### src/hdl/oper_mode_defs.svh
`ifndef OPER_MODE_DEFS_SVH
`define OPER_MODE_DEFS_SVH

// ==========================================================
// register location on the serial register port
`define OPER_MODE_ADDR          7'h13

// ==========================================================
// field positions inside the operating mode register
`define HPF_BYPASS_BIT          0
`define LPF_BYPASS_BIT          1
`define PULSE_DISABLE_BIT       2
`define ADC_SEL_LSB             3
`define ADC_SEL_MSB             5
`define SW_RESET_BIT            6
`define RESERVED_BIT            7

// ==========================================================
// reset value (pulse outputs off, everything else clear) and the converter select codes
`define OPER_MODE_RESET         8'h04
`define ADC_SEL_NORMAL          3'h0
`define ADC_SEL_SWAP            3'h4
`define ADC_SEL_CUR_OFF         3'h1
`define ADC_SEL_CUR_OFF_REDIR   3'h5
`define ADC_SEL_VOLT_OFF        3'h2
`define ADC_SEL_VOLT_OFF_REDIR  3'h6
`define ADC_SEL_SLEEP           3'h3
`define ADC_SEL_POWER_DOWN      3'h7

// ==========================================================
// timing of the software reset sequence
`define CLK_PERIOD_NS           8
`define SW_RESET_QUIET_NS       18000
`define SW_RESET_QUIET_CYCLES   ((`SW_RESET_QUIET_NS + `CLK_PERIOD_NS - 1) / `CLK_PERIOD_NS)
`define SW_RESET_DRIVE_CYCLES   16
`define SW_RESET_CNT_W          12

`endif

### src/hdl/oper_mode_pkg.sv
package oper_mode_pkg;

   // ==========================================================
   // types shared by the mode register and its reset sequencer
   typedef logic [2:0] adc_field_type;
   typedef logic [7:0] reg_byte_type;
   typedef logic [6:0] reg_addr_type;

   typedef enum logic [1:0]
   {
      seq_idle,
      seq_drive,
      seq_quiet
   } reset_state_type;

endpackage

### src/hdl/reset_seq_if.sv
`timescale 1ns/1ns

// ==========================================================
// link between the mode register and the reset sequencer
interface reset_seq_if;
   logic start;
   logic busy;
   logic chip_reset;
   logic done;

   modport ctrl
   (
      output start,
      input  busy,
      input  chip_reset,
      input  done
   );

   modport seq
   (
      input  start,
      output busy,
      output chip_reset,
      output done
   );
endinterface

### src/hdl/soft_reset_sequencer.sv
`timescale 1ns/1ns
`include "oper_mode_defs.svh"

module soft_reset_sequencer
(
   input  wire logic   clk_sys,
   input  wire logic   arst_n,
   reset_seq_if.seq    seq_port
);
   import oper_mode_pkg::*;

   localparam logic [`SW_RESET_CNT_W-1:0] DRIVE_LAST =
      `SW_RESET_CNT_W'(`SW_RESET_DRIVE_CYCLES - 1);
   localparam logic [`SW_RESET_CNT_W-1:0] QUIET_LAST =
      `SW_RESET_CNT_W'(`SW_RESET_QUIET_CYCLES - 1);

   reset_state_type              state_reg;
   reset_state_type              state_next;
   logic [`SW_RESET_CNT_W-1:0]   count_reg;
   logic [`SW_RESET_CNT_W-1:0]   count_next;
   logic                         drive_end;
   logic                         quiet_end;

   // ==========================================================
   // window counting
   // the count runs across both phases so the whole quiet window is 18 us
   assign drive_end = (count_reg == DRIVE_LAST);
   assign quiet_end = (count_reg == QUIET_LAST);

   always_comb
   begin
      state_next = state_reg;
      count_next = count_reg;
      unique case (state_reg)
         seq_idle:
         begin
            count_next = '0;
            if (seq_port.start)
               state_next = seq_drive;
         end
         seq_drive:
         begin
            count_next = count_reg + 1'b1;
            if (drive_end)
               state_next = seq_quiet;
         end
         seq_quiet:
         begin
            count_next = count_reg + 1'b1;
            if (quiet_end)
               state_next = seq_idle;
         end
      endcase
   end

   // state and counter
   always_ff @(posedge clk_sys or negedge arst_n)
   begin
      if (!arst_n)
      begin
         state_reg <= seq_idle;
         count_reg <= '0;
      end
      else
      begin
         state_reg <= state_next;
         count_reg <= count_next;
      end
   end

   // ==========================================================
   // status toward the mode register
   assign seq_port.busy       = (state_reg != seq_idle);
   assign seq_port.chip_reset = (state_reg == seq_drive);
   assign seq_port.done       = (state_reg == seq_quiet) && quiet_end;

endmodule

### src/hdl/operating_mode_control_register.sv
`timescale 1ns/1ns
`include "oper_mode_defs.svh"

module operating_mode_control_register
(
   input  wire logic                   clk_sys,
   input  wire logic                   arst_n,
   input  wire logic                   reg_wr_en,
   input  wire logic                   reg_rd_en,
   input  wire oper_mode_pkg::reg_addr_type reg_addr,
   input  wire oper_mode_pkg::reg_byte_type reg_wr_data,
   output      oper_mode_pkg::reg_byte_type reg_rd_data,
   output      logic                   current_highpass_bypass,
   output      logic                   current_lowpass_bypass,
   output      logic                   pulse_outputs_disable,
   output      oper_mode_pkg::adc_field_type adc_shutdown_select,
   output      logic                   current_adc_off,
   output      logic                   voltage_adc_off,
   output      logic                   current_to_voltage_path,
   output      logic                   voltage_to_current_path,
   output      logic                   sleep_mode,
   output      logic                   power_down_mode,
   input  wire logic                   active_power_pulse_in,
   input  wire logic                   reactive_power_pulse_in,
   output      logic                   active_power_pulse_out,
   output      logic                   reactive_power_pulse_out,
   output      logic                   software_chip_reset,
   output      logic                   serial_hold_off
);
   import oper_mode_pkg::*;

   // ==========================================================
   // storage and register-port decode
   logic [5:0]       mode_reg;
   logic [5:0]       mode_next;
   logic             addr_hit;
   logic             mode_wr;
   reg_byte_type     read_view;
   reg_byte_type     rd_data_reg;
   reg_byte_type     rd_data_next;
   adc_field_type    adc_sel;

   reset_seq_if      seq_link ();

   soft_reset_sequencer u_reset_seq
   (
      .clk_sys  (clk_sys),
      .arst_n   (arst_n),
      .seq_port (seq_link.seq)
   );

   // writes are dropped while the software reset window is open,
   // since the host is not meant to talk to us then anyway
   // one mapped address only; everything else on the port belongs to
   // other registers and is left to their own decoders
   assign addr_hit = (reg_addr == `OPER_MODE_ADDR);
   assign mode_wr  = reg_wr_en && addr_hit && !seq_link.busy;

   // ==========================================================
   // software reset request
   // only bit 6 of an accepted write starts the sequence; bit 7 is dropped
   assign seq_link.start = mode_wr && reg_wr_data[`SW_RESET_BIT];

   // the chip reset phase returns every field to default
   assign mode_next = seq_link.chip_reset ? 6'(`OPER_MODE_RESET)
                    : mode_wr ? reg_wr_data[5:0]
                    : mode_reg;

   // only the low six bits are stored; reset value puts pulse disable at one
   always_ff @(posedge clk_sys or negedge arst_n)
   begin
      if (!arst_n)
         mode_reg <= 6'(`OPER_MODE_RESET);
      else
         mode_reg <= mode_next;
   end

   // ==========================================================
   // read path
   // the reset bit reads one until the sequence completes, then self-clears;
   // reserved bit always reads zero
   assign read_view = {1'b0, seq_link.busy, mode_reg};
   // unmapped addresses read zero
   assign rd_data_next = (reg_rd_en && addr_hit) ? read_view
                       : reg_rd_en ? 8'h00
                       : rd_data_reg;

   // loads only on a read strobe, so a slow host may take the byte
   // any number of cycles later and still see the same value
   always_ff @(posedge clk_sys or negedge arst_n)
   begin
      if (!arst_n)
         rd_data_reg <= 8'h00;
      else
         rd_data_reg <= rd_data_next;
   end

   assign reg_rd_data = rd_data_reg;

   // ==========================================================
   // converter control field decode
   assign adc_sel = mode_reg[`ADC_SEL_MSB:`ADC_SEL_LSB];

   logic cur_off_next;
   logic volt_off_next;
   logic cur_to_volt_next;
   logic volt_to_cur_next;
   logic sleep_next;
   logic pdown_next;

   // sleep and power-down keep the converter flags low; those modes gate
   // the whole device, so the per-channel flags would only be noise
   assign cur_off_next     = (adc_sel == `ADC_SEL_CUR_OFF)
                          || (adc_sel == `ADC_SEL_CUR_OFF_REDIR);
   assign volt_off_next    = (adc_sel == `ADC_SEL_VOLT_OFF)
                          || (adc_sel == `ADC_SEL_VOLT_OFF_REDIR);
   assign cur_to_volt_next = (adc_sel == `ADC_SEL_CUR_OFF_REDIR)
                          || (adc_sel == `ADC_SEL_SWAP);
   assign volt_to_cur_next = (adc_sel == `ADC_SEL_VOLT_OFF_REDIR)
                          || (adc_sel == `ADC_SEL_SWAP);
   assign sleep_next       = (adc_sel == `ADC_SEL_SLEEP);
   assign pdown_next       = (adc_sel == `ADC_SEL_POWER_DOWN);

   // ==========================================================
   // registered control outputs
   logic hpf_reg;
   logic lpf_reg;
   logic cf_dis_reg;
   logic [2:0] sel_reg;
   logic cur_off_reg;
   logic volt_off_reg;
   logic c2v_reg;
   logic v2c_reg;
   logic sleep_reg;
   logic pdown_reg;

   always_ff @(posedge clk_sys or negedge arst_n)
   begin
      if (!arst_n)
      begin
         hpf_reg      <= 1'b0;
         lpf_reg      <= 1'b0;
         cf_dis_reg   <= 1'b1;
         sel_reg      <= `ADC_SEL_NORMAL;
         cur_off_reg  <= 1'b0;
         volt_off_reg <= 1'b0;
         c2v_reg      <= 1'b0;
         v2c_reg      <= 1'b0;
         sleep_reg    <= 1'b0;
         pdown_reg    <= 1'b0;
      end
      else
      begin
         hpf_reg      <= mode_reg[`HPF_BYPASS_BIT];
         lpf_reg      <= mode_reg[`LPF_BYPASS_BIT];
         cf_dis_reg   <= mode_reg[`PULSE_DISABLE_BIT];
         sel_reg      <= adc_sel;
         cur_off_reg  <= cur_off_next;
         volt_off_reg <= volt_off_next;
         c2v_reg      <= cur_to_volt_next;
         v2c_reg      <= volt_to_cur_next;
         sleep_reg    <= sleep_next;
         pdown_reg    <= pdown_next;
      end
   end

   assign current_highpass_bypass = hpf_reg;
   assign current_lowpass_bypass  = lpf_reg;
   assign pulse_outputs_disable   = cf_dis_reg;
   assign adc_shutdown_select     = sel_reg;
   assign current_adc_off         = cur_off_reg;
   assign voltage_adc_off         = volt_off_reg;
   assign current_to_voltage_path = c2v_reg;
   assign voltage_to_current_path = v2c_reg;
   assign sleep_mode              = sleep_reg;
   assign power_down_mode         = pdown_reg;

   // ==========================================================
   // pulse output gating
   // gated straight from the stored bit so a disable takes effect one
   // cycle after the write, with no half-pulse glitch on the pin
   logic ap_out_reg;
   logic rp_out_reg;

   always_ff @(posedge clk_sys or negedge arst_n)
   begin
      if (!arst_n)
      begin
         ap_out_reg <= 1'b0;
         rp_out_reg <= 1'b0;
      end
      else
      begin
         ap_out_reg <= active_power_pulse_in && !mode_reg[`PULSE_DISABLE_BIT];
         rp_out_reg <= reactive_power_pulse_in && !mode_reg[`PULSE_DISABLE_BIT];
      end
   end

   assign active_power_pulse_out   = ap_out_reg;
   assign reactive_power_pulse_out = rp_out_reg;

   // ==========================================================
   // reset outputs toward the rest of the chip
   // both come straight from sequencer state flops,
   // so neither can glitch while the window counter ripples
   assign software_chip_reset = seq_link.chip_reset;
   assign serial_hold_off     = seq_link.busy;

endmodule

### config.mk
export PLATFORM = sky130hd
export DESIGN_NAME = operating_mode_control_register
export DESIGN_NICKNAME = d
export VERILOG_FILES = /design/src/hdl/oper_mode_pkg.sv /design/src/hdl/reset_seq_if.sv /design/src/hdl/soft_reset_sequencer.sv /design/src/hdl/operating_mode_control_register.sv
export VERILOG_INCLUDE_DIRS = /design/src /design/src/hdl
export SDC_FILE = /design/constraint.sdc
export NUM_CORES = 1
export LEC_CHECK = 0
export ABC_AREA = 1
export BUFFER_PORTS_ARGS = -buffer_cell sky130_fd_sc_hd__buf_2
export CORE_MARGIN = 2
export CORE_UTILIZATION = 46
export DETAILED_ROUTE_END_ITERATION = 12
export PLACE_DENSITY = 0.72
export SETUP_SLACK_MARGIN = 0.05
export SLEW_MARGIN = 10
export SYNTH_ARGS = -nofsm -noshare
export SYNTH_HDL_FRONTEND = slang
export SYNTH_SLANG_ARGS = --single-unit
### constraint.sdc
create_clock -name clk_sys -period 1.3 [get_ports clk_sys]
set_input_delay 0.13 -clock clk_sys [delete_from_list [all_inputs] [get_ports clk_sys]]
set_output_delay 0.13 -clock clk_sys [all_outputs]
set_load 0.03 [all_outputs]
==> reports/qor.csv, run 1 <==
metric,value,unit
synthesis.area,0.00173,mm^2
fmax,759,MHz
start_util,47.5,%
path_clk_slew,0.08,ns
placed_area,0.00208,mm^2
die_w,65.2,um
path_cells,inv_2 -> ha_4 -> nand2_2 -> inv_2 -> nand3_1 -> nand2_1 -> nand3_2 -> nand2_1 -> nand2_1,
clock_skew,0.0105,ns
utilization,65.9,%
hp-class,in2reg,
grt_overflow,0,
n_fill_cell,307,
h-tree-depth,2,
root_buffer,clkbuf_8,
rr_startpoint,u_reset_seq.state_reg[1]$_DFFE_PN0P_,
drt_first_iter_violations,115,
cts_tree,built,
setup.worst_path.start_class,register,
largest_reg_flops,12,
drc,0,
p_leak,1.25,nW
synth_area_leaders,"dfrtp_1, nand2_1, inv_1",
detail-route-antenna-nets,0,
grt_max_degree,29,
yosysTopAreaCell,dfrtp_1,
synth_nets,216,
path_common_cell,nand2_1,
dp_hpwl,2420,um
drive_above_1_share,39.5,%
hold_slack,0.0217,ns
worst_ep_required_time,1.49,ns
cts_made_buffers,5,
violations,setup timing,
postLayoutSetupSlackWorst,-0.0178,ns
cap_viol_max_count,0,
startpoint,u_reset_seq.state_reg[1]$_DFFE_PN0P_,
critPathMaxStageDelay,0.39,ns
regToRegEndpoint,u_reset_seq.state_reg[0]$_DFFE_PN0P_,
fin_crit,1.32,ns
drv_slew,0,
boundaryPins,45,
final_cells,306,
ys_ff_latch,41,
r2r_cells,9,
fin_area,0.00239,mm^2
port_buffers,42,
fp.dieH,65.2,um
postSynthAreaPerCell,9.08,um^2
clk_latency,0.30,ns
worstHoldPathCells,3,
setup_viol,4,
yosys.area.top_type_share,56.6,%
status,"finished, violations left",
ys_warn_count,0,
path_max_fanout,3,
grt_pass1_vias,1344,
clockBufferDepth,2,
power,3.98,mW
vias,1432,
min-delay-start,reg_wr_data[0],
dp_slack,-0.0193,ns
post-route-period-util,101,%
grt_pass1_wl,5810,um
rows,22,
grt_usage,18.2,%
dpl.cell_count,289,
gp_congestion,0.871,
die_area,0.00426,mm^2
wl_per_cell,11.7,um
power.density,1660,mW/mm^2
final_nets,283,
min_to,mode_reg[0]$_DFFE_PN0P_,
antenna_found_initial,0,
drt-vias-per-instance,4.68,
path_class,reg2reg,
hold_viol_final,0,
ys_seq_area_share,59.6,%
r2r_setup_slack,-0.02,ns
cp_slowest_cell,dfrtp_1,
rsz0062_at_grt,yes,
syn_inst,190,
setup_tns,-0.0370,ns
wl,3570,um
critPathArrivalTime,1.51,ns
clock-sinks,41,
ys_types,20,
ir_drop,1070,uV
cp-end-kind,register,
first_pass_iters,4,
area_delta_synth_final,38.8,%
coreArea,0.00363,mm^2
antenna_cells,0,
[synthesized netlist by cell type]
master,n
nand2_1,37
inv_1,33
nand3_1,9
nand2_2,2
nor2_4,1
nor2_2,3
ha_1,5
nand3_2,1
a21oi_1,7
o22ai_1,5
buf_4,1
nor3_1,5
conb_1,1
nand4_1,2
nor2_1,23
dfstp_2,2
clkbuf_1,1
dfrtp_1,39
xor2_1,1
o21ai_0,12
[layout by cell type, fill, tap and decap left out, types with 14 or more instances in the layout]
cell     netlist  final
buf_2          0     40
dfrtp_1       39     38
nand2_1       37     31
inv_1         33     27
nor2_1        23     22
buf_4          1     14
[critical path, delay by kind of cell (launching register included)]
family        cells  cell delay [ns]
fa+ha+maj         1             0.15
buf+inv           2             0.16
flops             1             0.39
simple gates      6             0.51
[metal layers]
metal | GRT usage (%) | routed length (um)
met1 | 22.4 | 1560
met3 | 3.94 | 149
met2 | 29.5 | 1830
met5 | 0 | 0
met4 | 10.4 | 34
[where the power goes]
part | switching (mW) | total (mW) | leakage [nW] | internal (mW)
Combinational | 0.814 | 1.43 | 0.640 | 0.615
Clock | 0.440 | 1.06 | 0.0574 | 0.624
Sequential | 0.0743 | 1.49 | 0.557 | 1.42
[worst max-delay path by stage]
stage	depth (start not counted)	end	slack, ns
2_1_floorplan	8	u_reset_seq.count_reg[10]$_DFF_PN0_	0.05
3_3_place_gp	8	u_reset_seq.count_reg[10]$_DFF_PN0_	0.005
3_5_place_dp	8	u_reset_seq.count_reg[10]$_DFF_PN0_	-0.02
4_1_cts	4	software_chip_reset	-0.02
5_1_grt	9	u_reset_seq.state_reg[0]$_DFFE_PN0P_	-0.11
6_report	9	u_reset_seq.state_reg[0]$_DFFE_PN0P_	-0.02
[area by class of cell]
| class | count | area [um^2] | share of cell area (%) |
|---|---|---|---|
| Clock buffer | 6 | 82.6 | 3.45 |
| Clock inverter | 2 | 37.5 | 1.57 |
| Inverter | 33 | 124 | 5.17 |
| Multi-Input combinational cell | 114 | 658 | 27.5 |
| Sequential cell | 41 | 1030 | 43.0 |
| Tap cell | 48 | 60.1 | 2.51 |
| Timing Repair Buffer | 62 | 403 | 16.8 |
[cells by family (layout without fill, tap and decap cells)]
kind of cell,Yosys count,after routing,synth area share (%)
AOI/OAI and AO/OA,24,24,7.32
xor gates and xnor gates,1,1,0.508
adders and majority gates,5,5,3.63
buffers and inverters,35,103,7.83
DFF,41,41,59.6
other,1,1,0.217
and+or+nand+nor,83,83,20.9
[repair_timing]
item | in CTS | in global routing
endpoints found under the hold margin | 13 | 0
setup endpoints to repair | 13 | 16
pin swaps | 6 | 11
buffers inserted | 4 | 4
hold buffers | 1 | 0
resized for setup | 23 | 20
Note: power is estimated with default switching activity, not from simulation.
==> inputs of run 2 (changes only) <==
- CORE_MARGIN: 2 -> default
- CORE_UTILIZATION: 46 -> 35
- PLACE_DENSITY: 0.72 -> 0.57
==> reports/qor.csv, run 2 (synthesized netlist as in run 1, its figures left out) <==
metric,value,unit
status,"finished, violations left",
violations,setup timing,
grt_pass1_vias,1295,
first_pass_iters,4,
n_fill_cell,452,
wl_per_cell,10.7,um
post-route-period-util,100,%
postLayoutSetupSlackWorst,-0.00206,ns
r2r_cells,9,
ir_drop,1030,uV
fin_crit,1.30,ns
cts_tree,built,
use_met3,3.75,%
power.density,1620,mW/mm^2
min_to,mode_reg[1]$_DFFE_PN0P_,
grt_overflow,0,
gp_congestion,0.735,
final_nets,280,
path_class,reg2out,
area_delta_synth_final,39.6,%
vias,1404,
clockBufferDepth,2,
coreArea,0.00472,mm^2
hold_viol_final,0,
busiest_layer,met2,
path_max_fanout,2,
antenna_found_initial,0,
setup_viol,1,
regToRegEndpoint,u_reset_seq.state_reg[1]$_DFFE_PN0P_,
drt_first_iter_violations,39,
hp-class,in2reg,
path_clk_slew,0.08,ns
worstHoldPathCells,3,
rr_startpoint,u_reset_seq.count_reg[0]$_DFF_PN0_,
drv_slew,0,
dpl.cell_count,309,
met1_usage,17.9,%
use_met2,24.5,%
worst_ep_required_time,1.17,ns
clock-sinks,41,
layout_commonest_cell,buf_2,
utilization,51.0,%
port_buffers,42,
clk_latency,0.29,ns
drt-vias-per-instance,4.36,
largest_reg_flops,12,
dp_hpwl,2300,um
cap_viol_max_count,0,
fp.dieH,72.2,um
root_buffer,clkbuf_8,
rsz0062_at_grt,yes,
r2r_setup_slack,0.03,ns
grt_pass1_wl,5740,um
drc,0,
rows,25,
antenna_cells,0,
grt_max_degree,42,
drive_above_1_share,39.6,%
cp-end-kind,output pin,
die_w,72.2,um
boundaryPins,45,
start_util,36.5,%
min-delay-start,reg_wr_data[1],
setup.worst_path.start_class,register,
final_cells,322,
cts_made_buffers,5,
grt_usage,14.7,%
critPathArrivalTime,1.17,ns
die_area,0.00521,mm^2
detail-route-antenna-nets,0,
clock_skew,0.00464,ns
fmax,768,MHz
wl,3460,um
p_leak,1.22,nW
h-tree-depth,2,
final_cell_mix,"buf_2, dfrtp_1, nand2_1, inv_1, nor2_1",
## run 2: final cells by class
cell class / count / area (um^2) / share of cell area [%]
tap: 67 / 83.8 / 3.48
inverter: 33 / 124 / 5.14
multi-input combinational: 114 / 678 / 28.2
sequential: 41 / 1030 / 42.8
timing repair buffer: 59 / 377 / 15.6
clock buffer: 5 / 68.8 / 2.86
clock inverter: 3 / 46.3 / 1.92
## run 2: metrics by stage
stage | power, mW | instance area (um^2) | setup slack (ns) | setup TNS [ns] | hold slack [ns]
4_1_cts | 3.91 | 2360 | -0.000909 | -0.000909 | 0.0292
6_report | 3.91 | 2410 | -0.00206 | -0.00206 | 0.0318
3_5_place_dp | 2.55 | 2110 | -0.0224 | -0.0224 | 0.119
2_1_floorplan | 2.15 | 1730 | 0.0518 | 0 | -0.166
3_3_place_gp | 2.55 | 2110 | -0.00194 | -0.00194 | 0.123
5_1_grt | 4.13 | 2410 | -0.0671 | -0.462 | 0.0300
## run 2: repair_timing
action / in CTS / in global routing
resized for setup: 30 / 13
pin swaps: 9 / 7
cloned: 0 / 0
hold buffers: 1 / 0
endpoints found under the hold margin: 39 / 0
buffers inserted: 3 / 1
setup endpoints to repair: 13 / 16
## run 2: how the worst max path moves through the flow
stage | start | slack, ns | depth (start not counted) | to
2_1_floorplan | u_reset_seq.count_reg[0]$_DFF_PN0_ | 0.05 | 8 | u_reset_seq.count_reg[10]$_DFF_PN0_
3_3_place_gp | u_reset_seq.count_reg[1]$_DFF_PN0_ | -0.002 | 8 | u_reset_seq.count_reg[10]$_DFF_PN0_
3_5_place_dp | u_reset_seq.count_reg[1]$_DFF_PN0_ | -0.02 | 8 | u_reset_seq.count_reg[10]$_DFF_PN0_
4_1_cts | u_reset_seq.state_reg[1]$_DFFE_PN0P_ | -0.0009 | 5 | serial_hold_off
5_1_grt | u_reset_seq.state_reg[0]$_DFFE_PN0P_ | -0.07 | 5 | serial_hold_off
6_report | u_reset_seq.state_reg[0]$_DFFE_PN0P_ | -0.002 | 5 | serial_hold_off
## run 2: worst max-delay path, cell delays in order (launching register included)
cell and delay, ns:
dfrtp_1 0.38, inv_2 0.06, ha_4 0.16, buf_6 0.11, inv_2 0.05, buf_6 0.12
## run 2: routing by layer
layer  part of all wire, %  vias up
met3                   4.1        5
met5                     0        -
li1                      -      718
met1                    46      646
met4                   1.9        0
met2                    48       35
## run 2: where the power goes
| part | switching, mW | internal [mW] | leakage [nW] |
|---|---|---|---|
| Sequential | 0.0797 | 1.42 | 0.555 |
| Clock | 0.454 | 0.574 | 0.0543 |
| Combinational | 0.792 | 0.589 | 0.615 |
| Total | 1.33 | 2.58 | 1.22 |
